File: config.mk
export PLATFORM = sky130hd
export DESIGN_NAME = csp_port
export DESIGN_NICKNAME = d
export VERILOG_FILES = /design/src/verilog/csp_pkg.sv /design/src/verilog/csp_port.sv /design/src/verilog/csp_fifo.sv /design/src/verilog/csp_regmem.sv
export SDC_FILE = /design/constraint.sdc
export NUM_CORES = 1
export LEC_CHECK = 0
export BUFFER_PORTS_ARGS = -buffer_cell sky130_fd_sc_hd__buf_2
export CAP_MARGIN = 20
export CORE_MARGIN = 2
export CORE_UTILIZATION = 67
export DETAILED_ROUTE_END_ITERATION = 8
export PLACE_DENSITY = 0.95
export SLEW_MARGIN = 20
export SYNTH_ARGS = -nofsm -noshare
export SYNTH_HDL_FRONTEND = slang
export SYNTH_SLANG_ARGS = --single-unit
File: constraint.sdc
create_clock -name mclk -period 7.1 [get_ports mclk]
set_clock_uncertainty 0.15 [all_clocks]
set_input_delay 0.71 -clock mclk [delete_from_list [all_inputs] [get_ports mclk]]
set_output_delay 0.71 -clock mclk [all_outputs]
set_load 0.02 [all_outputs]
File: src/verilog/csp_pkg.sv
// Shared types and constants of the calendar serial access port.
// Assumes one system clock domain; the serial link pins are sampled into it.
`default_nettype none

package csp_pkg;

  // Command byte layout, shifted in bit 0 first
  localparam int unsigned CMD_BITS    = 8;
  localparam int unsigned CMD_DIR_BIT = 0;
  localparam int unsigned CMD_ADR_LSB = 1;
  localparam int unsigned CMD_ADR_MSB = 3;
  localparam logic [6:0]  CMD_BURST   = 7'h5f;  // Bits 7..1 of a burst command
  localparam logic [3:0]  CMD_TEST    = 4'h9;   // Bits 7..4 of a test command

  // Calendar register image
  localparam int unsigned REG_COUNT  = 8;
  localparam logic [2:0]  ADR_SECS   = 3'h0;
  localparam logic [2:0]  ADR_WPROT  = 3'h7;
  localparam int unsigned STOP_BIT   = 7;       // Oscillator stop bit in seconds
  localparam int unsigned WPROT_BIT  = 7;       // Write lock bit in its register
  localparam logic [7:0]  REG_RESET  = 8'h00;
  localparam logic        STOP_RESET = 1'b0;
  localparam logic        WP_RESET   = 1'b0;

  // Write buffer
  localparam int unsigned FIFO_DEPTH = 16;

  // One register write: address and data
  typedef struct packed {
    logic [2:0] addr;
    logic [7:0] data;
  } csp_entry_t;

  // Write port of the timekeeping core
  typedef struct packed {
    logic       en;
    csp_entry_t ent;
  } csp_cwr_t;

  typedef enum logic [2:0] {
    ST_IDLE,
    ST_CMD,
    ST_WR,
    ST_RD,
    ST_IGNORE
  } csp_state_t;

  // Burst selection from bits 7..1 of the command
  function automatic logic csp_is_burst(input logic [7:0] c);
    return c[7:1] == CMD_BURST;
  endfunction

endpackage

`default_nettype wire

File: src/verilog/csp_port.sv
// Serial access port of the calendar: select, serial clock, data line.
// Assumes link pins are asynchronous and much slower than mclk.
`timescale 1ns/1ps
`default_nettype none

module csp_port
  import csp_pkg::*;
(
  input  wire logic           mclk,
  input  wire logic           resetn,
  input  wire logic           ce,
  input  wire logic           transfer_select,
  input  wire logic           serial_clock,
  input  wire logic           serial_data_line_in,
  output logic                serial_data_line_out,
  output logic                serial_data_line_oe,
  input  wire csp_pkg::csp_cwr_t core_wr,
  input  wire logic           lost_clear,
  output logic                write_lost,
  output logic                oscillator_stop_bit,
  output logic                write_protect
);
  import csp_pkg::*;

  // Synchronisers: first stage feeds only the second
  logic       sel_m, sel_s, sck_m, sck_s, sck_d, sdi_m, sdi_s;
  logic       rise, fall;
  // Transfer engine
  csp_state_t state, next_state;
  logic [2:0] bit_cnt, next_bit_cnt;
  logic [7:0] shreg, next_shreg;
  logic [7:0] cmd;
  logic       burst, next_burst;
  logic [2:0] addr, next_addr;
  logic [7:0] rd_byte, next_rd_byte;
  logic       rd_pend, next_rd_pend;
  logic       mem_re, next_mem_re;
  logic       next_out, next_oe;
  logic       push, next_push;
  csp_entry_t push_ent, next_push_ent;
  logic       next_lost;
  // Drain side
  logic       fifo_in_ready, fifo_out_valid, drain_ok, drain_en;
  csp_entry_t fifo_out;
  logic       mem_we;
  csp_entry_t mem_w;
  logic [7:0] mem_rdata;
  logic       next_stop, next_wp;

  ////////////////////////////////////////////////////////////////////////
  // Pin synchronisers, frozen with the transfer_select while ce is low
  always_ff @(posedge mclk or negedge resetn)
  begin
    if (!resetn)
    begin
      {sel_m, sel_s, sck_m, sck_s, sck_d, sdi_m, sdi_s} <= '0;
    end
    else if (ce)
    begin
      sel_m <= transfer_select;
      sel_s <= sel_m;
      sck_m <= serial_clock;
      sck_s <= sck_m;
      sck_d <= sck_s;
      sdi_m <= serial_data_line_in;
      sdi_s <= sdi_m;
    end
  end

  // Edges seen after synchronising, one per serial edge
  assign rise = ce & sck_s & ~sck_d;
  assign fall = ce & ~sck_s & sck_d;
  assign cmd  = {sdi_s, shreg[7:1]};

  ////////////////////////////////////////////////////////////////////////
  // Transfer engine
  always_comb
  begin
    next_state    = state;
    next_bit_cnt  = bit_cnt;
    next_shreg    = shreg;
    next_burst    = burst;
    next_addr     = addr;
    next_rd_byte  = rd_pend ? mem_rdata : rd_byte;
    next_rd_pend  = mem_re; // Image data stand one cycle after the strobe
    next_mem_re   = 1'b0;
    next_out      = serial_data_line_out;
    next_oe       = serial_data_line_oe;
    next_push     = 1'b0;
    next_push_ent = push_ent;
    // Set wins over the clear
    next_lost     = (write_lost & ~lost_clear) | (push & ~fifo_in_ready);
    if (!sel_s)
    begin
      // Abort and release the line
      next_state   = ST_IDLE;
      next_bit_cnt = 3'h0;
      next_oe      = 1'b0;
      next_out     = 1'b0;
    end
    else
    begin
      case (state)
        ST_IDLE:
        begin
          next_state   = ST_CMD;
          next_bit_cnt = 3'h0;
        end
        ST_CMD:
        begin
          if (rise)
          begin
            next_shreg   = cmd;
            next_bit_cnt = bit_cnt + 3'h1;
            if (bit_cnt == 3'h7)
            begin
              next_burst = csp_is_burst(cmd);
              next_addr  = csp_is_burst(cmd) ? 3'h0 : cmd[CMD_ADR_MSB:CMD_ADR_LSB];
              if (cmd[7:4] == CMD_TEST && cmd[CMD_DIR_BIT])
                next_state = ST_IGNORE; // Test read commands are not served; test writes go to ST_WR
              else if (cmd[CMD_DIR_BIT])
              begin
                // Fetch now; line is driven at the very next fall
                next_state   = ST_RD;
                next_mem_re  = 1'b1;
              end
              else
                next_state = ST_WR;
            end
          end
        end
        ST_WR:
        begin
          if (rise)
          begin
            next_shreg   = cmd;
            next_bit_cnt = bit_cnt + 3'h1;
            if (bit_cnt == 3'h7)
            begin
              // Lock register is never written by a burst
              next_push          = ~(burst && addr == ADR_WPROT);
              next_push_ent.addr = addr;
              next_push_ent.data = cmd;
              if (burst && addr != ADR_WPROT)
                next_addr = addr + 3'h1;
              else
                next_state = ST_IGNORE;
            end
          end
        end
        ST_RD:
        begin
          if (fall)
          begin
            next_out     = rd_byte[bit_cnt];
            next_oe      = 1'b1;
            next_bit_cnt = bit_cnt + 3'h1;
            if (bit_cnt == 3'h7 && burst)
            begin
              // Next byte is ready long before the following fall
              next_addr    = addr + 3'h1;
              next_mem_re  = 1'b1;
            end
          end
        end
        ST_IGNORE:
        begin
          next_state = ST_IGNORE;
        end
        default:
        begin
          next_state = ST_IDLE;
        end
      endcase
    end
  end

  always_ff @(posedge mclk or negedge resetn)
  begin
    if (!resetn)
    begin
      state                <= ST_IDLE;
      bit_cnt              <= 3'h0;
      shreg                <= 8'h00;
      burst                <= 1'b0;
      addr                 <= 3'h0;
      rd_byte              <= 8'h00;
      rd_pend              <= 1'b0;
      mem_re               <= 1'b0;
      serial_data_line_out <= 1'b0;
      serial_data_line_oe  <= 1'b0;
      push                 <= 1'b0;
      push_ent             <= '0;
      write_lost           <= 1'b0;
    end
    else if (ce)
    begin
      state                <= next_state;
      bit_cnt              <= next_bit_cnt;
      shreg                <= next_shreg;
      burst                <= next_burst;
      addr                 <= next_addr;
      rd_byte              <= next_rd_byte;
      rd_pend              <= next_rd_pend;
      mem_re               <= next_mem_re;
      serial_data_line_out <= next_out;
      serial_data_line_oe  <= next_oe;
      push                 <= next_push;
      push_ent             <= next_push_ent;
      write_lost           <= next_lost;
    end
  end

  ////////////////////////////////////////////////////////////////////////
  // Write buffer; the core's own writes stall the drain
  csp_fifo #(
    .WIDTH ($bits(csp_entry_t)),
    .DEPTH (FIFO_DEPTH)
  ) u_fifo (
    .clk       (mclk),
    .resetn    (resetn),
    .ce        (ce),
    .in_valid  (push),
    .in_ready  (fifo_in_ready),
    .in_data   (push_ent),
    .out_valid (fifo_out_valid),
    .out_ready (~core_wr.en),
    .out_data  (fifo_out)
  );

  // Locked writes are drained and dropped, except to the lock itself
  assign drain_ok = fifo_out_valid & ~core_wr.en;
  assign drain_en = drain_ok & (~write_protect | fifo_out.addr == ADR_WPROT);
  assign mem_we   = core_wr.en | drain_en;
  assign mem_w    = core_wr.en ? core_wr.ent : fifo_out;

  // Limitation: a read may see data still waiting in the buffer as old
  csp_regmem u_regs (
    .clk    (mclk),
    .resetn (resetn),
    .ce     (ce),
    .we     (mem_we),
    .waddr  (mem_w.addr),
    .wdata  (mem_w.data),
    .re     (mem_re),
    .raddr  (addr),
    .rdata  (mem_rdata)
  );

  ////////////////////////////////////////////////////////////////////////
  // Mirrors of stop and lock bits
  always_comb
  begin
    next_stop = oscillator_stop_bit;
    next_wp   = write_protect;
    if (mem_we && mem_w.addr == ADR_SECS)
      next_stop = mem_w.data[STOP_BIT];
    if (mem_we && mem_w.addr == ADR_WPROT)
      next_wp = mem_w.data[WPROT_BIT];
  end

  always_ff @(posedge mclk or negedge resetn)
  begin
    if (!resetn)
    begin
      oscillator_stop_bit <= STOP_RESET;
      write_protect       <= WP_RESET;
    end
    else if (ce)
    begin
      oscillator_stop_bit <= next_stop;
      write_protect       <= next_wp;
    end
  end
endmodule // csp_port

`default_nettype wire

File: src/verilog/csp_fifo.sv
// Write buffer between the serial side and the register image.
// Assumes one clock; both sides use valid and ready.
`timescale 1ns/1ps
`default_nettype none

module csp_fifo #(
  parameter int unsigned WIDTH = 11,
  parameter int unsigned DEPTH = 16
) (
  input  wire logic             clk,
  input  wire logic             resetn,
  input  wire logic             ce,
  input  wire logic             in_valid,
  output logic                  in_ready,
  input  wire logic [WIDTH-1:0] in_data,
  output logic                  out_valid,
  input  wire logic             out_ready,
  output logic      [WIDTH-1:0] out_data
);
  localparam int unsigned AW = $clog2(DEPTH);

  generate
    if (DEPTH < 2 || (DEPTH & (DEPTH - 1)) != 0 || WIDTH < 1)
    begin : g_bad
      $error("csp_fifo: DEPTH must be a power of two of at least 2");
    end
  endgenerate

  logic [WIDTH-1:0] mem [DEPTH];
  logic [AW:0]      wptr;
  logic [AW:0]      rptr;
  logic [AW:0]      next_wptr;
  logic [AW:0]      next_rptr;
  logic             push;
  logic             pop;

  ////////////////////////////////////////////////////////////////////////
  // Extra pointer bit tells full from empty
  assign in_ready  = (wptr[AW] == rptr[AW]) || (wptr[AW-1:0] != rptr[AW-1:0]);
  assign out_valid = wptr != rptr;
  assign out_data  = mem[rptr[AW-1:0]];
  assign push      = ce & in_valid & in_ready;
  assign pop       = ce & out_valid & out_ready;

  always_comb
  begin
    next_wptr = push ? wptr + 1'b1 : wptr;
    next_rptr = pop ? rptr + 1'b1 : rptr;
  end

  always_ff @(posedge clk or negedge resetn)
  begin
    if (!resetn)
    begin
      wptr <= '0;
      rptr <= '0;
    end
    else
    begin
      wptr <= next_wptr;
      rptr <= next_rptr;
    end
  end

  // Storage needs no reset; empty pointers hide stale words
  always_ff @(posedge clk)
  begin
    if (push)
      mem[wptr[AW-1:0]] <= in_data;
  end

endmodule // csp_fifo

`default_nettype wire

File: src/verilog/csp_regmem.sv
// Eight-word calendar register image with one write and one read port.
// Assumes one clock; read data appear one cycle after the read strobe.
`timescale 1ns/1ps
`default_nettype none

module csp_regmem
  import csp_pkg::*;
(
  input  wire logic       clk,
  input  wire logic       resetn,
  input  wire logic       ce,
  input  wire logic       we,
  input  wire logic [2:0] waddr,
  input  wire logic [7:0] wdata,
  input  wire logic       re,
  input  wire logic [2:0] raddr,
  output logic      [7:0] rdata
);
  logic [7:0] mem [REG_COUNT];
  logic [7:0] next_rdata;

  ////////////////////////////////////////////////////////////////////////
  // Read before write on a shared address
  always_comb
  begin
    next_rdata = re ? mem[raddr] : rdata;
  end

  always_ff @(posedge clk or negedge resetn)
  begin
    if (!resetn)
    begin
      rdata <= REG_RESET;
      for (int i = 0; i < REG_COUNT; i++)
        mem[i] <= REG_RESET;
    end
    else if (ce)
    begin
      rdata <= next_rdata;
      if (we)
        mem[waddr] <= wdata;
    end
  end

endmodule // csp_regmem

`default_nettype wire

* Yosys cells after proc, flatten, opt, wreduce, memory -nomap -nowiden
Memories as Yosys holds them, arrays and structs flattened.
Index checks and enable logic that the tools add are counted.
** Storage, ports and cells
- Flip-flop bits (word level) :: 134
- Memory bits (writable) :: 176
- Output and inout port bits :: 5
- Memories :: 1
** Memories
- u_fifo.mem :: depth 16, bits a word 11, read ports 1, clocked after memory_dff 0, wr ports 1, line csp_fifo.sv:29 : logic [WIDTH-1:0] mem [DEPTH];
** Operators by class
- Add/subtract/negate cells :: 4
- Order comparisons :: 4
- Equal/unequal tests :: 32
- Muxes and demuxes :: 51
- Bitwise gates (word level) :: 24
- Reductions and logical operators :: 24
** Operators by type and width (count)
- $bwmux 64 :: 1
- $mux 3 :: 18
- $bmux 8 s3 :: 1
- $demux 8 s3 :: 1
- $mux 8 :: 3
- $mux 1 :: 21
- $ne 3x3->1 const B :: 7
- $pmux 3 s3 :: 2
- $ne 2x2->1 const B :: 8
- $eq 3x3->1 const B :: 5
- $pmux 3 s5 :: 1
- $and 1x1->1 :: 12
- $mux 11 :: 1
- $add 5x1->5 const B :: 2
- $reduce_and 10->1 :: 1
- $reduce_and 2->1 :: 5
- $reduce_and 5->1 :: 2
- $ge 4x4->1 const B :: 2
- $not 3->4 :: 2
- $reduce_and 4->1 :: 2
- $eq 7x7->1 const B :: 1
- $logic_and 1x1->1 :: 7
- $not 1->1 :: 7
- $reduce_and 7->1 :: 1
- other kinds (20) :: 26

* Longest topological paths before layout
Gate-level depths: netlist of run 1.
An unclocked memory read counts as a cell.
- Depth after elaboration :: 8
- Depth in mapped cells :: 10

* Hierarchy
From an unflattened synthesis of run 1, not the netlist that was laid out.
** Second synthesis, totals
- Cell total of the unflattened synthesis :: 849
- Area total of the unflattened synthesis :: 13501.7 µm²
** By module, submodules not included
- csp_fifo :: instances 1, cells each 406, area an instance 7563.5 µm², seq. area each 5535.3 µm²
- csp_regmem :: instances 1, cells each 227, area an instance 3299.4 µm², seq. area each 1801.7 µm²
- csp_port :: instances 1, cells each 216, area an instance 2638.8 µm², seq. area each 1276.2 µm²

* Worst setup path before layout of run 1
Ideal clock, no wire load.
- Kind :: reg-to-reg
- Start :: register u_fifo.rptr[1]
- End :: memory u_fifo.mem[3][0], enable pin
- Library setup time :: 393 ps
- Arrival time :: 2411 ps
- Data required time :: 6557 ps
- Setup slack :: 4146 ps
- Cell stages (with the launch flop) :: 9
- Cells stage by stage :: dfrtp_1 buf_6 buf_4 xnor2_1 nand4_1 nor2_1 nor2_1 nand2_1 nor3_1
** On the way
- Word-level cells in the longest chain between the ends :: 5
** Ends and longest elaborated chain
- from (decl) :: line csp_fifo.sv:31 : logic [AW:0] rptr;
- from (signal assigned) :: line csp_fifo.sv:61 : rptr <= next_rptr;
- $ne 4x4->1 :: line csp_fifo.sv:39 : assign in_ready = (wptr[AW] == rptr[AW]) || (wptr[AW-1:0] != rptr[AW-1:0]);
- $logic_or 1x1->1 :: line csp_fifo.sv:39
- $and 1x1->1 :: line csp_fifo.sv:42 : assign push = ce & in_valid & in_ready;
- $mux 1 :: line csp_fifo.sv:68 : if (push)
- $mux 1 (not written as such) :: line csp_fifo.sv:69 : mem[wptr[AW-1:0]] <= in_data;
- to (decl) :: line csp_fifo.sv:29
No other way between the ends.

* Worst setup path in the final report of run 1
- Start :: register u_fifo.rptr[1]
- End :: memory u_fifo.mem[9][10], enable pin
The elaborated chain is that of the path after synthesis.

==> run_results.csv, run 1 <==
group,metric,value,unit
grt,number_of_global_route_vias_before_repair,7736,
cells_and_area,area.growth.synth_to_final,11.0,%
die,design.portCount,24,
min_path,hold_path.class,"in -> async",
routing,wl,28900,um
clocking,numCtsBuffers,31,
cells_and_area,number_of_nets_in_the_layout,866,
grt,globalRouteOverflowTotal,0,
synth,synth_cell_type_count,57,
sta,slew_violations,0,
synth,synth_async_sr_flop_share,0.430,
sta,maxClockFrequency,257,MHz
pwr,p_leak,5.80,nW
setup_path,critical_path.max_fanout,30,
die,initial_utilization,0.680,
sta,timing.slew.headroom,0.274,
die,floorplan.die.height,144,um
setup_path,critical_path.startpoint_type,"flip-flop",
clocking,cts-resized-gates,0,
grt,maximum_number_of_pins_on_one_net_before_global_route_repair,69,
setup_path,critical_path_class,"reg -> reg",
clocking,sink_count,309,
setup_path,worst_ep_arrival_time,3.92,ns
sta,timing.setup.tns,0,ns
grt,groute.layer.met1.usage,0.376,
synth,post_synth_instance_area,0.0132,mm2
synth,yosys-top-cells-area,"sky130_fd_sc_hd__edfxtp_1, sky130_fd_sc_hd__dfrtp_1, sky130_fd_sc_hd__mux4_2",
synth,synth_most_common_cell,"sky130_fd_sc_hd__edfxtp_1",
placement,placedCellCount,1068,
clocking,clock_latency_on_the_worst_skew_pair,0.57,ns
cells_and_area,num_antenna_cells,0,
routing,routedWlPerCell,25.6,um
grt,grt_antenna_before_repair,0,
synth,library_cell_occupying_the_most_area_in_the_post_synthesis_netlist,"sky130_fd_sc_hd__edfxtp_1",
cells_and_area,share_of_post_route_cells_with_drive_strength_above_1,0.249,
die,std_cell_rows,51,
synth,synth-seq-cells,309,
die,die_area,0.0208,mm2
synth,synth-edff-count,176,
clocking,number_of_hold_buffers_added_after_cts,0,
setup_path,critical_path_rt,7.13,ns
cells_and_area,final_cell_count_no_fill,1127,
routing,detail-route-antenna-nets,0,
sta,period_utilisation_layout,0.549,
clocking,cts_post_setup_buffers_inserted,0,
clocking,clockRootBuffer,"sky130_fd_sc_hd__clkbuf_16",
pwr,worst_ir_drop_vdd,0.257,mV
synth,synth-seq-area-share,0.653,
placement,place.port_buffers,23,
run,maxCapViolations,0,
synth,mappedNetlistNets,833,
sta,setup_violations,0,
sta,report.final.hold_viol_count,0,
grt,grt_util_met2,0.477,
sta,rsz0062_at_grt,"no",
setup_path,r2r_path_end,"u_fifo.mem[9][10]",
setup_path,reg2regPathDepth,7,
setup_path,cp_capture_type,"flip-flop",
clocking,tritoncts_clock_tree,"built",
status,status,"finished, final reports clean",
sta,final_period_minus_worst_setup_slack,3.90,ns
routing,drtIter0Drc,778,
pwr,cellPowerDensity,349,mW/mm2
setup_path,rr_startpoint,"u_fifo.rptr[1]",
clocking,clk_path_buf_depth,3,
synth,fraction_of_post_synthesis_cell_area_in_the_top_cell_type_by_area,0.400,
routing,remaining_drc_errors,0,
placement,place_congestion,0.893,
routing,routed-via-count,7415,
sta,worst-slew-pin-transition,1.08,ns
routing,drt_pass1_iterations,5,
synth,synth-warning-count,0,
setup_path,worst-r2r-setup-slack,3.20,ns
clocking,htree_levels,1,
die,core_region_area,0.0194,mm2
pwr,report.power.total,5.11,mW
cells_and_area,fillerInstances,1056,
placement,hpwl,17400,um
clocking,register_clock_pin_slew_on_the_reported_worst_setup_and_hold_paths,0.06,ns
routing,routed_via_density,6.58,
die,die_wd,144,um
synth,synth_commonest_cells,"sky130_fd_sc_hd__edfxtp_1, sky130_fd_sc_hd__dfrtp_1, sky130_fd_sc_hd__mux2i_1, sky130_fd_sc_hd__inv_1, sky130_fd_sc_hd__mux4_2",
grt,grt_use_total,0.288,
grt,first_pass_grt_wire_length,44200,um
grt,global_route.usage.met3,0.0464,
synth,synth.avg_cell_area,16.4,um2
cells_and_area,final_core_util,0.755,
synth,synth-main-ff-cell,"sky130_fd_sc_hd__edfxtp_1",
grt,grt-busiest-layer,"met2",
synth,netlist_instances,805,
## worst max path at each step
stage / startpoint / end / slack (ns) / cells after the start
2_1_floorplan: u_fifo.rptr[1] / u_fifo.mem[3][0] / 4.15 / 8
4_1_cts: u_fifo.rptr[1] / u_fifo.mem[13][10] / 3.05 / 7
6_report: u_fifo.rptr[1] / u_fifo.mem[9][10] / 3.20 / 7
3_5_place_dp: u_fifo.rptr[1] / u_fifo.mem[13][4] / 3.12 / 7
3_3_place_gp: u_fifo.rptr[1] / u_fifo.mem[13][4] / 3.47 / 7
5_1_grt: u_fifo.rptr[1] / u_fifo.mem[5][2] / 2.96 / 7
## power breakdown
group          switching, mW  internal (mW)
combinational          0.603          0.550
clock                  0.663          0.930
sequential             0.248           2.11
## sequential cells by signal, indices dropped and copies added (netlist names), 3 cells and up
register / count
push_ent: 11
state: 3
u_fifo.rptr: 5
rd_byte: 8
u_regs.mem: 64
shreg: 7
addr: 3
bit_cnt: 3
u_regs.rdata: 8
u_fifo.mem: 176
u_fifo.wptr: 5
## stage by stage
stage	hold WS [ns]	setup slack [ns]	cell area [um2]
finish	0.00570	3.20	14600
CTS	0.0205	3.05	14600
global placement	0.312	3.47	13600
global route	0.0560	2.96	14600
floorplan	0.264	4.15	13200
detailed placement	0.336	3.12	13600
## cell families after synthesis
family,after synthesis,synth area share
flops,309,0.653
simple gates,111,0.0431
compound gates,56,0.0359
mux,195,0.218
buf+inv,112,0.0336
xor+xnor,13,0.00863
fa+ha+maj,9,0.00853
## worst max-delay path: stages, from the launching register on
cell and delay (ns):
sky130_fd_sc_hd__dfrtp_2 0.73, sky130_fd_sc_hd__buf_4 0.49, sky130_fd_sc_hd__xnor2_1 0.12, sky130_fd_sc_hd__nand4_1 0.17
sky130_fd_sc_hd__nor2_1 0.08, sky130_fd_sc_hd__nor2_1 0.52, sky130_fd_sc_hd__nand2_1 0.33, sky130_fd_sc_hd__nor2_1 0.89
## cells in the final DEF, fill, tap and decap left out, types with 3 or more instances in the layout
cell,Yosys,final
sky130_fd_sc_hd__a211oi_4,5,5
sky130_fd_sc_hd__a21o_1,4,4
sky130_fd_sc_hd__a21oi_1,16,16
sky130_fd_sc_hd__a31oi_1,5,5
sky130_fd_sc_hd__and4_1,3,3
sky130_fd_sc_hd__buf_2,6,22
sky130_fd_sc_hd__buf_4,2,10
sky130_fd_sc_hd__clkbuf_1,16,7
sky130_fd_sc_hd__clkbuf_16,0,32
sky130_fd_sc_hd__clkbuf_8,0,3
sky130_fd_sc_hd__clkinv_1,0,5
sky130_fd_sc_hd__clkinv_2,0,6
sky130_fd_sc_hd__dfrtp_1,133,131
sky130_fd_sc_hd__edfxtp_1,176,176
sky130_fd_sc_hd__ha_1,9,9
sky130_fd_sc_hd__inv_1,79,79
sky130_fd_sc_hd__mux2_2,37,37
sky130_fd_sc_hd__mux2i_1,86,86
sky130_fd_sc_hd__mux4_2,69,69
sky130_fd_sc_hd__nand2_1,29,29
sky130_fd_sc_hd__nand2b_1,4,4
sky130_fd_sc_hd__nand3_1,4,4
sky130_fd_sc_hd__nand4_1,7,7
sky130_fd_sc_hd__nor2_1,36,30
sky130_fd_sc_hd__nor2_2,0,6
sky130_fd_sc_hd__nor2b_1,7,7
sky130_fd_sc_hd__nor3_1,7,3
sky130_fd_sc_hd__o21ai_0,7,7
sky130_fd_sc_hd__or3_1,3,3
sky130_fd_sc_hd__xnor2_1,12,12
## metal layers
layer / vias to the layer above / routed length, um
met5: - / 0
li1: 3069 / -
met2: 371 / 14400
met3: 114 / 1970
met4: 0 / 1630
met1: 3861 / 10800
## final cells by class
| type | count | area [um2] | share of cell area |
|---|---|---|---|
| clock buffers | 42 | 868 | 0.0593 |
| clock inverters | 15 | 138 | 0.00940 |
| inverters | 79 | 297 | 0.0202 |
| multi-input cells | 384 | 4200 | 0.287 |
| flip-flops and latches | 309 | 8620 | 0.588 |
| well taps | 265 | 332 | 0.0226 |
| repair buffers | 33 | 196 | 0.0134 |
No activity file was read; power rests on OpenSTA's default activity.
==> run 2: changes to the inputs <==
Settings changed: ABC_AREA from default to 1, CORE_UTILIZATION 67 to 57, PLACE_DENSITY 0.95 to 0.87.
Clock period 7.1 ns to 3.2 ns, I/O delays scaled along.
==> run_results.csv, run 2 <==
group,metric,value,unit
clocking,register_clock_pin_slew_on_the_reported_worst_setup_and_hold_paths,0.06,ns
synth,synth_commonest_cells,"sky130_fd_sc_hd__nand2_1, sky130_fd_sc_hd__edfxtp_1, sky130_fd_sc_hd__nor2_1, sky130_fd_sc_hd__dfrtp_1, sky130_fd_sc_hd__o21ai_0",
setup_path,critical_path_rt,3.53,ns
die,die_wd,159,um
pwr,cellPowerDensity,818,mW/mm2
sta,worst-slew-pin-transition,1.01,ns
cells_and_area,top_register,"u_fifo.mem",
synth,synth_cell_type_count,44,
grt,grt_use_total,0.264,
grt,globalRouteOverflowTotal,0,
routing,drtIter0Drc,1440,
sta,period_utilisation_layout,0.936,
cells_and_area,num_antenna_cells,0,
synth,library_cell_occupying_the_most_area_in_the_post_synthesis_netlist,"sky130_fd_sc_hd__edfxtp_1",
routing,met2_wirelength,15800,um
grt,first_pass_grt_wire_length,54100,um
sta,report.final.hold_viol_count,0,
die,core_region_area,0.0236,mm2
cells_and_area,largest_reg_flops,176,
setup_path,critical_path_class,"reg -> reg",
clocking,cts_post_setup_buffers_inserted,0,
routing,routedWlPerCell,19.4,um
routing,wl_met3,3240,um
die,initial_utilization,0.583,
synth,yosys-top-cells-area,"sky130_fd_sc_hd__edfxtp_1, sky130_fd_sc_hd__dfrtp_1, sky130_fd_sc_hd__nand2_1",
synth,synth-main-ff-cell,"sky130_fd_sc_hd__edfxtp_1",
run,maxCapViolations,0,
cells_and_area,leading_cell_type_in_the_layout_fill_and_taps_excluded,"sky130_fd_sc_hd__nand2_1",
cells_and_area,layout.cells.most_common_list,"sky130_fd_sc_hd__nand2_1, sky130_fd_sc_hd__edfxtp_1, sky130_fd_sc_hd__nor2_1",
cells_and_area,largestRegisters,"u_fifo.mem (176), u_regs.mem (64), push_ent (11)",
synth,synth.avg_cell_area,10.0,um2
sta,slew_violations,0,
routing,routed-via-count,10500,
placement,place.port_buffers,23,
status,status,"finished, final reports clean",
clocking,number_of_hold_buffers_added_after_cts,5,
synth,synth-warning-count,0,
die,std_cell_rows,56,
routing,routed_via_density,6.07,
die,design.portCount,24,
sta,timing.slew.headroom,0.323,
setup_path,critical_path.startpoint_type,"flip-flop",
pwr,worst_ir_drop_vdd,0.472,mV
clocking,tritoncts_clock_tree,"built",
grt,maximum_number_of_pins_on_one_net_before_global_route_repair,83,
synth,mappedNetlistNets,1400,
die,floorplan.die.height,159,um
clocking,clk_path_buf_depth,3,
min_path,hold_path.class,"in -> reg",
synth,synth-seq-area-share,0.626,
routing,drt_pass1_iterations,5,
synth,post_synth_instance_area,0.0138,mm2
sta,rsz0062_at_grt,"no",
pwr,p_leak,6.39,nW
cells_and_area,share_of_post_route_cells_with_drive_strength_above_1,0.103,
grt,number_of_global_route_vias_before_repair,10300,
cells_and_area,final_core_util,0.641,
sta,maxClockFrequency,334,MHz
clocking,clock_latency_on_the_worst_skew_pair,0.57,ns
synth,synth_async_sr_flop_share,0.430,
setup_path,worst_ep_arrival_time,3.33,ns
synth,fraction_of_post_synthesis_cell_area_in_the_top_cell_type_by_area,0.384,
setup_path,critical_path.max_fanout,53,
synth,synth_most_common_cell,"sky130_fd_sc_hd__nand2_1",
sta,final_period_minus_worst_setup_slack,2.99,ns
clocking,cts-resized-gates,0,
synth,synth-edff-count,176,
routing,wl,33500,um
grt,grt_antenna_before_repair,0,
sta,timing.setup.tns,0,ns
placement,place_congestion,0.877,
clocking,clockRootBuffer,"sky130_fd_sc_hd__clkbuf_16",
synth,synth-seq-cells,309,
cells_and_area,number_of_nets_in_the_layout,1419,
routing,drt-met1-wl,13200,um
clocking,numCtsBuffers,30,
clocking,sink_count,309,
setup_path,cp_capture_type,"flip-flop",
placement,hpwl,20600,um
synth,netlist_instances,1372,
clocking,htree_levels,1,
sta,holdWs,0.0546,ns
sta,setup_violations,0,
cells_and_area,area.growth.synth_to_final,10.1,%
die,die_area,0.0254,mm2
routing,maxUsedRoutingLayer,"met4",
routing,remaining_drc_errors,0,
routing,detail-route-antenna-nets,0,
run 2: path summary, 6_finish.rpt:
kind                                start        endpoint  slack (ns)  cells after the start
hold / removal                         ce           sel_m        0.05                      4
max in group asynchronous          resetn     push_ent[1]        1.91                      3
min in group asynchronous          resetn  u_regs.mem[42]        0.25                      2
setup / recovery           u_fifo.rptr[0]  u_regs.mem[43]        0.21                      8
setup reg to reg           u_fifo.rptr[0]  u_regs.mem[43]        0.21                      8
hold reg to reg            u_regs.mem[20]  u_regs.mem[20]        0.32                      2
run 2: routing by layer:
layer / track usage / vias to the layer above
li1: - / 4740
met5: 0 / -
met2: 0.422 / 636
met3: 0.0432 / 119
met4: 0.100 / 0
met1: 0.368 / 5025
run 2: power by group:
part	internal [mW]	switching, mW
Sequential	4.65	0.392
Clock	1.98	1.47
Combinational	1.16	2.74
run 2: layout make-up:
class / instances / area, um2
Inverter: 95 / 359
Clock buffer: 48 / 888
Tap cell: 319 / 399
Timing Repair Buffer: 55 / 387
Sequential cell: 309 / 8610
Multi-Input combinational cell: 900 / 4430
Clock inverter: 7 / 72.6
Fill cell: 1695 / 8470
run 2: kinds of logic after synthesis:
kind of cell	synth area share
AND/OR/NAND/NOR	0.214
AO/OA/AOI/OAI	0.0898
multiplexers	0.00155
adder cells (fa/ha/maj)	0.00818
buffers and inverters	0.0535
flip-flops	0.626
XOR/XNOR	0.00700
run 2: per-stage QoR:
stage               power (mW)  setup WS (ns)  instance area [um2]  cells
CTS                       12.3          0.247                15100   1733
detailed placement        8.83          0.320                14100   1673
global placement          8.68          0.483                14100   1673
global route              13.0         0.0812                15100   1733
floorplan                 7.84          0.810                13800   1372
finish                    12.4          0.206                15100   1733
run 2: critical path, cell delays in order, from the launching register on:
cell and delay (ns):
sky130_fd_sc_hd__dfrtp_2 0.45, sky130_fd_sc_hd__inv_4 0.41, sky130_fd_sc_hd__buf_4 0.45, sky130_fd_sc_hd__o21ai_0 0.15, sky130_fd_sc_hd__o221ai_1 0.23, sky130_fd_sc_hd__nand3_1 0.17
sky130_fd_sc_hd__a21oi_2 0.59, sky130_fd_sc_hd__nand4_1 0.19, sky130_fd_sc_hd__nand2_1 0.13
